### src/rtl/plon_defines.svh
`ifndef PLON_DEFINES_SVH
`define PLON_DEFINES_SVH
// Notes on behaviour
// Status words go out serially on phy_status_serial_out, one bit per clock, MSB first.
// After reset the shared terminal serves as the link wake notification output.
// While active the wake output is a square wave with a period of eight clocks.
// When inactive the wake output is driven low, and during reset it is not driven.
// Activation is allowed only while the link is inactive.
// A link-on packet addressed to this node activates the wake output.
// A set port event flag activates the wake output.
// Any of the three timeout or power flags activates it when the resume enable is set.
// A power cycle activates it when the power class is 0 through 4.
// Once active it stays active until the link becomes active; the flag cause drops when its flags are cleared.
// A bus reset ends activation that rests only on a received link-on packet.
// Activation from a power cycle stops after 167 ms if the link stays inactive.
// A flag condition present while the link is active activates once it goes inactive.
// The square wave is high for four clocks and then low for four.

// Register map for APB.
`define PLON_CTRL_OFS 12'h000
`define PLON_STAT_OFS 12'h004
`define PLON_IRQ_STAT_OFS 12'h008
`define PLON_IRQ_MASK_OFS 12'h00C
`define PLON_TX_OFS 12'h010
// Control bit positions.
`define PLON_CTRL_LINK_CTL 0
`define PLON_CTRL_PORT_EVT 1
`define PLON_CTRL_CFG_TMO 2
`define PLON_CTRL_CBL_PWR 3
`define PLON_CTRL_STATE_TMO 4
`define PLON_CTRL_RESUME_EN 5
`define PLON_CTRL_PCLS 8
// Interrupt bit positions.
`define PLON_IRQ_WAKE_ON 0
`define PLON_IRQ_WAKE_OFF 1
`define PLON_IRQ_TX_DONE 2
// Reset values.
`define PLON_CTRL_RST 32'h0000_0000
`define PLON_MASK_RST 3'h0
// Timing.
`define PLON_CLK_MHZ 50
`define PLON_WAVE_HALF 4
`define PLON_PWR_TMO_MS 167
`define PLON_PWR_TMO_CYC (`PLON_PWR_TMO_MS * 1000 * `PLON_CLK_MHZ)
`define PLON_MAX_PCLASS 3'h4
`endif

### src/rtl/plon_pkg.sv
`default_nettype none
package plon_pkg;
  typedef struct packed {
    logic link_control_bit;
    logic port_event_flag;
    logic config_timeout_flag;
    logic cable_power_change_flag;
    logic state_timeout_flag;
    logic resume_port_irq_enable;
    logic [2:0] pclass;
  } plon_ctrl_t;
  typedef struct packed {
    logic pkt;
    logic flag;
    logic pwr;
  } plon_cause_t;
  typedef enum logic [1:0] {PLON_TX_IDLE, PLON_TX_SHIFT} plon_tx_state_t;
endpackage
`default_nettype wire

### src/rtl/plon_notifier.sv
`timescale 1ns/1ps
`default_nettype none
`include "plon_defines.svh"
module plon_notifier
  import plon_pkg::*;
#(
  parameter int PWR_TMO_CYC = `PLON_PWR_TMO_CYC,
  parameter int TX_W = 16
) (
  // Clock and reset.
  input wire logic sys_clk,
  input wire logic reset,
  // APB slave.
  input wire logic psel,
  input wire logic penable,
  input wire logic pwrite,
  input wire logic [11:0] paddr,
  input wire logic [31:0] pwdata,
  output logic [31:0] prdata,
  output logic pready,
  output logic pslverr,
  // Link side pins.
  input wire logic link_power_status_in,
  input wire logic link_on_pkt_in,
  input wire logic bus_reset_in,
  input wire logic power_cycled_in,
  output logic phy_status_serial_out,
  output logic link_wake_notify_out,
  output logic link_wake_notify_oe_n,
  // Interrupt.
  output logic irq
);
  localparam int CNT_W = $clog2(TX_W + 1);
  logic lpwr_s1_ff, lpwr_s2_ff;
  logic pkt_s1_ff, pkt_s2_ff, pkt_d_ff;
  logic brst_s1_ff, brst_s2_ff, brst_d_ff;
  logic pwr_s1_ff, pwr_s2_ff, pwr_d_ff;
  plon_ctrl_t ctrl_ff, nxt_ctrl;
  plon_cause_t cause_ff, nxt_cause;
  logic [2:0] wave_cnt_ff, nxt_wave_cnt;
  logic [31:0] pwr_cnt_ff, nxt_pwr_cnt;
  logic wake_ff, nxt_wake, oe_n_ff, nxt_oe_n;
  logic [2:0] ist_ff, nxt_ist, mask_ff, nxt_mask;
  logic irq_ff, nxt_irq;
  logic [31:0] prdata_ff, nxt_prdata;
  logic pready_ff, nxt_pready, pslverr_ff, nxt_pslverr;
  plon_tx_state_t tx_st_ff, nxt_tx_st;
  logic [TX_W-1:0] tx_sh_ff, nxt_tx_sh;
  logic [$clog2(TX_W+1)-1:0] tx_cnt_ff, nxt_tx_cnt;
  logic ser_ff, nxt_ser;
  logic link_active, any_cause, flag_cond, pwr_rise, pkt_rise, brst_rise;
  logic wr, rd, tx_done, pwr_expire;

  // Pin inputs pass two flip-flops.
  always_ff @(posedge sys_clk) begin
    lpwr_s1_ff <= link_power_status_in;
    lpwr_s2_ff <= lpwr_s1_ff;
    pkt_s1_ff <= link_on_pkt_in;
    pkt_s2_ff <= pkt_s1_ff;
    pkt_d_ff <= pkt_s2_ff;
    brst_s1_ff <= bus_reset_in;
    brst_s2_ff <= brst_s1_ff;
    brst_d_ff <= brst_s2_ff;
    pwr_s1_ff <= power_cycled_in;
    pwr_s2_ff <= pwr_s1_ff;
    pwr_d_ff <= pwr_s2_ff;
  end

  assign pkt_rise = pkt_s2_ff & ~pkt_d_ff;
  assign brst_rise = brst_s2_ff & ~brst_d_ff;
  assign pwr_rise = pwr_s2_ff & ~pwr_d_ff;
  assign link_active = lpwr_s2_ff & ctrl_ff.link_control_bit;
  assign flag_cond = ctrl_ff.port_event_flag |
    (ctrl_ff.resume_port_irq_enable & (ctrl_ff.config_timeout_flag |
    ctrl_ff.cable_power_change_flag | ctrl_ff.state_timeout_flag));
  assign pwr_expire = cause_ff.pwr && pwr_cnt_ff == 32'(PWR_TMO_CYC - 1);
  // Writes land at the first access edge, the same edge that raises pready.
  assign wr = psel & penable & pwrite & ~pready_ff;
  assign rd = psel & penable & ~pwrite & ~pready_ff;
  assign any_cause = |cause_ff;

  // Wake cause tracking.
  always_comb begin
    nxt_cause = cause_ff;
    nxt_pwr_cnt = pwr_cnt_ff;
    if (link_active) begin
      nxt_cause = '0;
    end else begin
      nxt_cause.flag = flag_cond;
      if (pkt_rise) begin
        nxt_cause.pkt = 1'b1;
      end else if (brst_rise) begin
        nxt_cause.pkt = 1'b0;
      end
      // The power-cycle timer runs only while its cause stands.
      if (pwr_rise && ctrl_ff.pclass <= `PLON_MAX_PCLASS) begin
        nxt_cause.pwr = 1'b1;
        nxt_pwr_cnt = '0;
      end else if (pwr_expire) begin
        nxt_cause.pwr = 1'b0;
      end else if (cause_ff.pwr) begin
        nxt_pwr_cnt = pwr_cnt_ff + 32'd1;
      end
    end
  end

  // Square wave output.
  always_comb begin
    nxt_oe_n = 1'b0;
    nxt_wave_cnt = any_cause ? wave_cnt_ff + 3'd1 : 3'd0;
    // The phase comes from the count before it advances, so the first
    // high phase after activation is as long as every later one.
    nxt_wake = any_cause &
      (wave_cnt_ff < 3'(`PLON_WAVE_HALF));
    if (!any_cause) begin
      nxt_wake = 1'b0;
    end
  end

  // Serial status shifter.
  assign tx_done = (tx_st_ff == PLON_TX_SHIFT) && tx_cnt_ff == '0;
  always_comb begin
    nxt_tx_st = tx_st_ff;
    nxt_tx_sh = tx_sh_ff;
    nxt_tx_cnt = tx_cnt_ff;
    nxt_ser = 1'b0;
    case (tx_st_ff)
      PLON_TX_IDLE: begin
        if (wr && paddr == `PLON_TX_OFS) begin
          nxt_tx_sh = pwdata[TX_W-1:0];
          nxt_tx_cnt = CNT_W'(TX_W);
          nxt_tx_st = PLON_TX_SHIFT;
        end
      end
      PLON_TX_SHIFT: begin
        if (tx_cnt_ff == '0) begin
          nxt_tx_st = PLON_TX_IDLE;
        end else begin
          nxt_ser = tx_sh_ff[TX_W-1];
          nxt_tx_sh = {tx_sh_ff[TX_W-2:0], 1'b0};
          nxt_tx_cnt = tx_cnt_ff - 1'b1;
        end
      end
      default: nxt_tx_st = PLON_TX_IDLE;
    endcase
  end

  // APB registers and interrupts.
  always_comb begin
    nxt_ctrl = ctrl_ff;
    nxt_mask = mask_ff;
    nxt_prdata = prdata_ff;
    nxt_pready = psel & penable & ~pready_ff;
    nxt_pslverr = 1'b0;
    nxt_ist = ist_ff;
    if (wr) begin
      case (paddr)
        `PLON_CTRL_OFS: begin
          nxt_ctrl.link_control_bit = pwdata[`PLON_CTRL_LINK_CTL];
          nxt_ctrl.port_event_flag = pwdata[`PLON_CTRL_PORT_EVT];
          nxt_ctrl.config_timeout_flag = pwdata[`PLON_CTRL_CFG_TMO];
          nxt_ctrl.cable_power_change_flag = pwdata[`PLON_CTRL_CBL_PWR];
          nxt_ctrl.state_timeout_flag = pwdata[`PLON_CTRL_STATE_TMO];
          nxt_ctrl.resume_port_irq_enable = pwdata[`PLON_CTRL_RESUME_EN];
          nxt_ctrl.pclass = pwdata[`PLON_CTRL_PCLS +: 3];
        end
        `PLON_IRQ_STAT_OFS: nxt_ist = ist_ff & ~pwdata[2:0];
        `PLON_IRQ_MASK_OFS: nxt_mask = pwdata[2:0];
        `PLON_TX_OFS: nxt_pslverr = tx_st_ff != PLON_TX_IDLE;
        default: nxt_pslverr = 1'b1;
      endcase
    end
    if (rd) begin
      case (paddr)
        `PLON_CTRL_OFS: nxt_prdata = {21'h0, ctrl_ff.pclass, 2'b00,
          ctrl_ff.resume_port_irq_enable, ctrl_ff.state_timeout_flag,
          ctrl_ff.cable_power_change_flag, ctrl_ff.config_timeout_flag,
          ctrl_ff.port_event_flag, ctrl_ff.link_control_bit};
        `PLON_STAT_OFS: nxt_prdata = {26'h0, tx_st_ff == PLON_TX_SHIFT,
          link_active, cause_ff, wake_ff};
        `PLON_IRQ_STAT_OFS: nxt_prdata = {29'h0, ist_ff};
        `PLON_IRQ_MASK_OFS: nxt_prdata = {29'h0, mask_ff};
        `PLON_TX_OFS: nxt_prdata = {{(32-TX_W){1'b0}}, tx_sh_ff};
        default: begin
          nxt_prdata = 32'h0000_0000;
          nxt_pslverr = 1'b1;
        end
      endcase
    end
    // Hardware set wins over a software clear.
    if (any_cause == 1'b0 && |nxt_cause) nxt_ist[`PLON_IRQ_WAKE_ON] = 1'b1;
    if (any_cause && !(|nxt_cause)) nxt_ist[`PLON_IRQ_WAKE_OFF] = 1'b1;
    if (tx_done) nxt_ist[`PLON_IRQ_TX_DONE] = 1'b1;
    nxt_irq = |(nxt_ist & nxt_mask);
  end

  always_ff @(posedge sys_clk) begin
    if (reset) begin
      ctrl_ff <= '0;
      cause_ff <= '0;
      pwr_cnt_ff <= 32'h0000_0000;
      wave_cnt_ff <= 3'h0;
      wake_ff <= 1'b0;
      oe_n_ff <= 1'b1;
      ist_ff <= 3'h0;
      mask_ff <= `PLON_MASK_RST;
      irq_ff <= 1'b0;
      prdata_ff <= 32'h0000_0000;
      pready_ff <= 1'b0;
      pslverr_ff <= 1'b0;
      tx_st_ff <= PLON_TX_IDLE;
      tx_sh_ff <= '0;
      tx_cnt_ff <= '0;
      ser_ff <= 1'b0;
    end else begin
      ctrl_ff <= nxt_ctrl;
      cause_ff <= nxt_cause;
      pwr_cnt_ff <= nxt_pwr_cnt;
      wave_cnt_ff <= nxt_wave_cnt;
      wake_ff <= nxt_wake;
      oe_n_ff <= nxt_oe_n;
      ist_ff <= nxt_ist;
      mask_ff <= nxt_mask;
      irq_ff <= nxt_irq;
      prdata_ff <= nxt_prdata;
      pready_ff <= nxt_pready;
      pslverr_ff <= nxt_pslverr;
      tx_st_ff <= nxt_tx_st;
      tx_sh_ff <= nxt_tx_sh;
      tx_cnt_ff <= nxt_tx_cnt;
      ser_ff <= nxt_ser;
    end
  end

  assign prdata = prdata_ff;
  assign pready = pready_ff;
  assign pslverr = pslverr_ff;
  assign phy_status_serial_out = ser_ff;
  assign link_wake_notify_out = wake_ff;
  assign link_wake_notify_oe_n = oe_n_ff;
  assign irq = irq_ff;
endmodule
`default_nettype wire

### config.mk
export PLATFORM = sky130hd
export DESIGN_NAME = plon_notifier
export DESIGN_NICKNAME = d
export VERILOG_FILES = /design/src/rtl/plon_pkg.sv /design/src/rtl/plon_notifier.sv
export VERILOG_INCLUDE_DIRS = /design/src /design/src/rtl
export SDC_FILE = /design/constraint.sdc
export NUM_CORES = 1
export LEC_CHECK = 0
export BUFFER_PORTS_ARGS = -buffer_cell sky130_fd_sc_hd__buf_2
export CAP_MARGIN = 30
export CORE_UTILIZATION = 45
export DETAILED_ROUTE_END_ITERATION = 6
export PLACE_DENSITY = 0.72
export SETUP_SLACK_MARGIN = 0.1
export SYNTH_ARGS = -nofsm -noshare
export SYNTH_HDL_FRONTEND = slang
export SYNTH_SLANG_ARGS = --single-unit
### constraint.sdc
create_clock -name sys_clk -period 3.9 [get_ports sys_clk]
set_clock_uncertainty 0.2 [all_clocks]
set_input_delay 0.78 -clock sys_clk [delete_from_list [all_inputs] [get_ports sys_clk]]
set_output_delay 0.78 -clock sys_clk [all_outputs]
set_load 0.03 [all_outputs]
==> results.cfg <==
[detailed_routing]
wl_per_cell_um = 14.49
antenna_left = 0
viasPerCell = 5.653
vias = 4206
route.detailed.drc = 0
first_pass_iters = 5
drt_iter0_markers = 257
routed_wl_um = 10780

[clocking]
clk_path_buf_depth = 2
clk-insertion-delay-late_ns = 0.37
cts_inserted_buffers = 9
clock-root-buffer = clkbuf_8
htree_num_levels = 3
cts_setup_buffers = 0
postCtsHoldBufs = 0
cts_resized = 0
cts_sinks = 108
cts_tree = yes
clk_pin_slew_ns = 0.11

[worst_setup_path]
reg2reg_depth = 5
worst-endpoint-arrival_ns = 2.89
cp-start-kind = flop
crit_required_ns = 4.00
cp_max_fo = 16
worstSetupPathType = flop to flop
end_kind = flop

[floorplanning]
initial_core_util_pct = 46.99
core_mm2 = 0.01046
dieArea_mm2 = 0.01135
die_h_um = 106.5
ioPinCount = 91
die_w_um = 106.5
row_count = 37

[synth]
yosysTopAreaCellShare_pct = 43.98
avgSynthCellArea_um2 = 8.842
synth-seq-cells = 108
synth_area_leaders = dfxtp_1 (44%), mux2i_1 (6.7%), nor2_1 (4.7%), a21oi_1 (4.0%), nand2_1 (3.3%)
synth_top_area_cell = dfxtp_1
netlist_area_mm2 = 0.004916
synth-edff-count = 0
synthCells = 556
synth_cell_types = 61
synth_ff_type = dfxtp_1
yosysWarnings = 0
ys_seq_area_share_pct = 43.98
synth-async-reset-ratio_pct = 0

[finish]
area_delta_synth_final_pct = 10.79
finalCoreUtilization_pct = 52.06
layout-drive-gt1-share_pct = 16.61
n_antenna_cell = 0
fillCellCount = 987
multiInputGateArea_mm2 = 0.002501
fin_nets = 660
regArea_mm2 = 0.002162

[global_routing]
overflow = 0
grt_max_degree = 31
grt_pass1_vias = 4041
antenna_found_initial = 0
grt_use_total_pct = 20.18
grt_pass1_wl_um = 18550

[sta]
rsz0062_at_grt = no
fin_ws_ns = 1.103
max_freq_mhz = 357.5
slew_headroom_pct = 32.65
setup_viol = 0
drv_slew = 0
finalCriticalPeriod_ns = 2.797
finalHoldViolations = 0
tightestPinTransition_ns = 1.005
tns_ns = 0
period_share_pct = 71.72

[run_status]
status = completed

[pwr]
cellPowerDensity_mw_per_mm2 = 359.4
peakVddDrop_v = 0.0002560
p_leak_uw = 0.001967

[worst_hold_path]
hold_class = flop to flop
worstHoldPathCells = 0

[run]
max_cap_violations = 0

[placement]
place.gp.congestion = 0.8601
io_buffers = 58
dp_slack_ns = 0.8335
dp_hpwl_um = 7807
cells by family (layout without fill, tap and decap cells):
group	after synthesis	count (layout)	share of synthesized area [%]
buf+inv	60	97	6.286
fa+ha+maj	4	4	1.018
simple gates	222	222	23.75
mux	33	33	6.719
xor+xnor	12	12	2.138
flops	108	108	43.98
other cells	1	16	0.07628
compound gates	116	116	16.03
synthesized netlist by cell type, drive strengths merged (3+ instances only):
library cell and count:
a2111o 3, a211oi 16, a21o 3, a21oi 40
a221oi 3, a222oi 5, and2 4, and3 6
and4 7, buf 23, clkbuf 24, dfxtp 108
ha 4, inv 13, mux2i 33, nand2 43
nand2b 4, nand3 20, nand4 12, nor2 61
nor3 15, nor4 13, nor4b 5, o21a 4
o21ai 22, o31ai 6, or2 4, or3 11
or4 10, xnor2 11
area by class of cell:
cell class                      instances  area share, %
Tap cell                              136          3.124
Clock buffer                           10          2.343
Timing Repair Buffer                   68          6.708
Multi-Input combinational cell        403          45.92
Clock inverter                          6          1.309
Sequential cell                       108          39.70
Inverter                               13         0.8959
critical path, cell delays in order, from the launching register on:
cell and delay, ns:
dfxtp_1 0.33, o21ai_0 0.56, a21o_2 0.24, nand4_1 0.54, or4_1 0.71, a21oi_1 0.14
layout by cell type, fill, tap and decap left out, drive strengths merged, types with 2 or more instances in the layout:
cell type | Yosys | final
a2111o | 3 | 3
a211oi | 16 | 16
a21boi | 2 | 2
a21o | 3 | 3
a21oi | 40 | 40
a221oi | 3 | 3
a222oi | 5 | 5
a22oi | 2 | 2
and2 | 4 | 4
and3 | 6 | 6
and4 | 7 | 7
buf | 23 | 68
clkbuf | 24 | 10
clkinv | 0 | 2
conb | 1 | 16
dfxtp | 108 | 108
ha | 4 | 4
inv | 13 | 15
mux2i | 33 | 33
nand2 | 43 | 43
nand2b | 4 | 4
nand3 | 20 | 20
nand4 | 12 | 12
nor2 | 61 | 61
nor3 | 15 | 15
nor4 | 13 | 13
nor4b | 5 | 5
o21a | 4 | 4
o21ai | 22 | 22
o221ai | 2 | 2
o31ai | 6 | 6
o41a | 2 | 2
or2 | 4 | 4
or3 | 11 | 11
or4 | 10 | 10
xnor2 | 11 | 11
flip-flops by register name, summed over array words and instances, names as in the netlist, 3 cells and up:
| signal | flops |
|---|---|
| cause_ff | 3 |
| ctrl_ff | 9 |
| ist_ff | 3 |
| mask_ff | 3 |
| prdata | 16 |
| pwr_cnt_ff | 32 |
| tx_cnt_ff | 5 |
| tx_sh_ff | 16 |
| wave_cnt_ff | 3 |
power by group:
part	total (uW)	internal (uW)	switching (uW)
clock	687	304	383
sequential	1130	1120	10.1
combinational	141	42.8	97.8
total	1960	1470	491
per-layer routing:
| layer | vias to the layer above | part of all wire (%) | wire length [um] | GRT usage [%] |
|---|---|---|---|---|
| li1 | 2094 | - | - | - |
| met2 | 124 | 48 | 5142 | 33.95 |
| met4 | 0 | 2.2 | 234 | 7.632 |
| met5 | - | 0 | 0 | 0 |
| met3 | 21 | 4.9 | 525 | 4.108 |
| met1 | 1967 | 45 | 4880 | 25.38 |
through the flow:
step / cells / area, um2 / total power, uW / hold WS, ns
CTS: 744 / 5446 / 1974 / 0.1344
floorplan: 571 / 4972 / 1261 / 0.1096
global placement: 728 / 5248 / 1292 / 0.1130
global route: 744 / 5446 / 2031 / 0.1438
finish: 744 / 5446 / 1957 / 0.1338
detailed placement: 728 / 5248 / 1295 / 0.1121
final timing paths:
| check | start | to | slack, ns |
|---|---|---|---|
| hold / removal | brst_s1_ff | brst_s2_ff | 0.13 |
| hold reg to reg | brst_s1_ff | brst_s2_ff | 0.13 |
| setup reg to reg | ctrl_ff[0] | pwr_cnt_ff[25] | 1.10 |
| setup / recovery | ctrl_ff[0] | pwr_cnt_ff[25] | 1.10 |
Power figures use the tool's default switching activity.
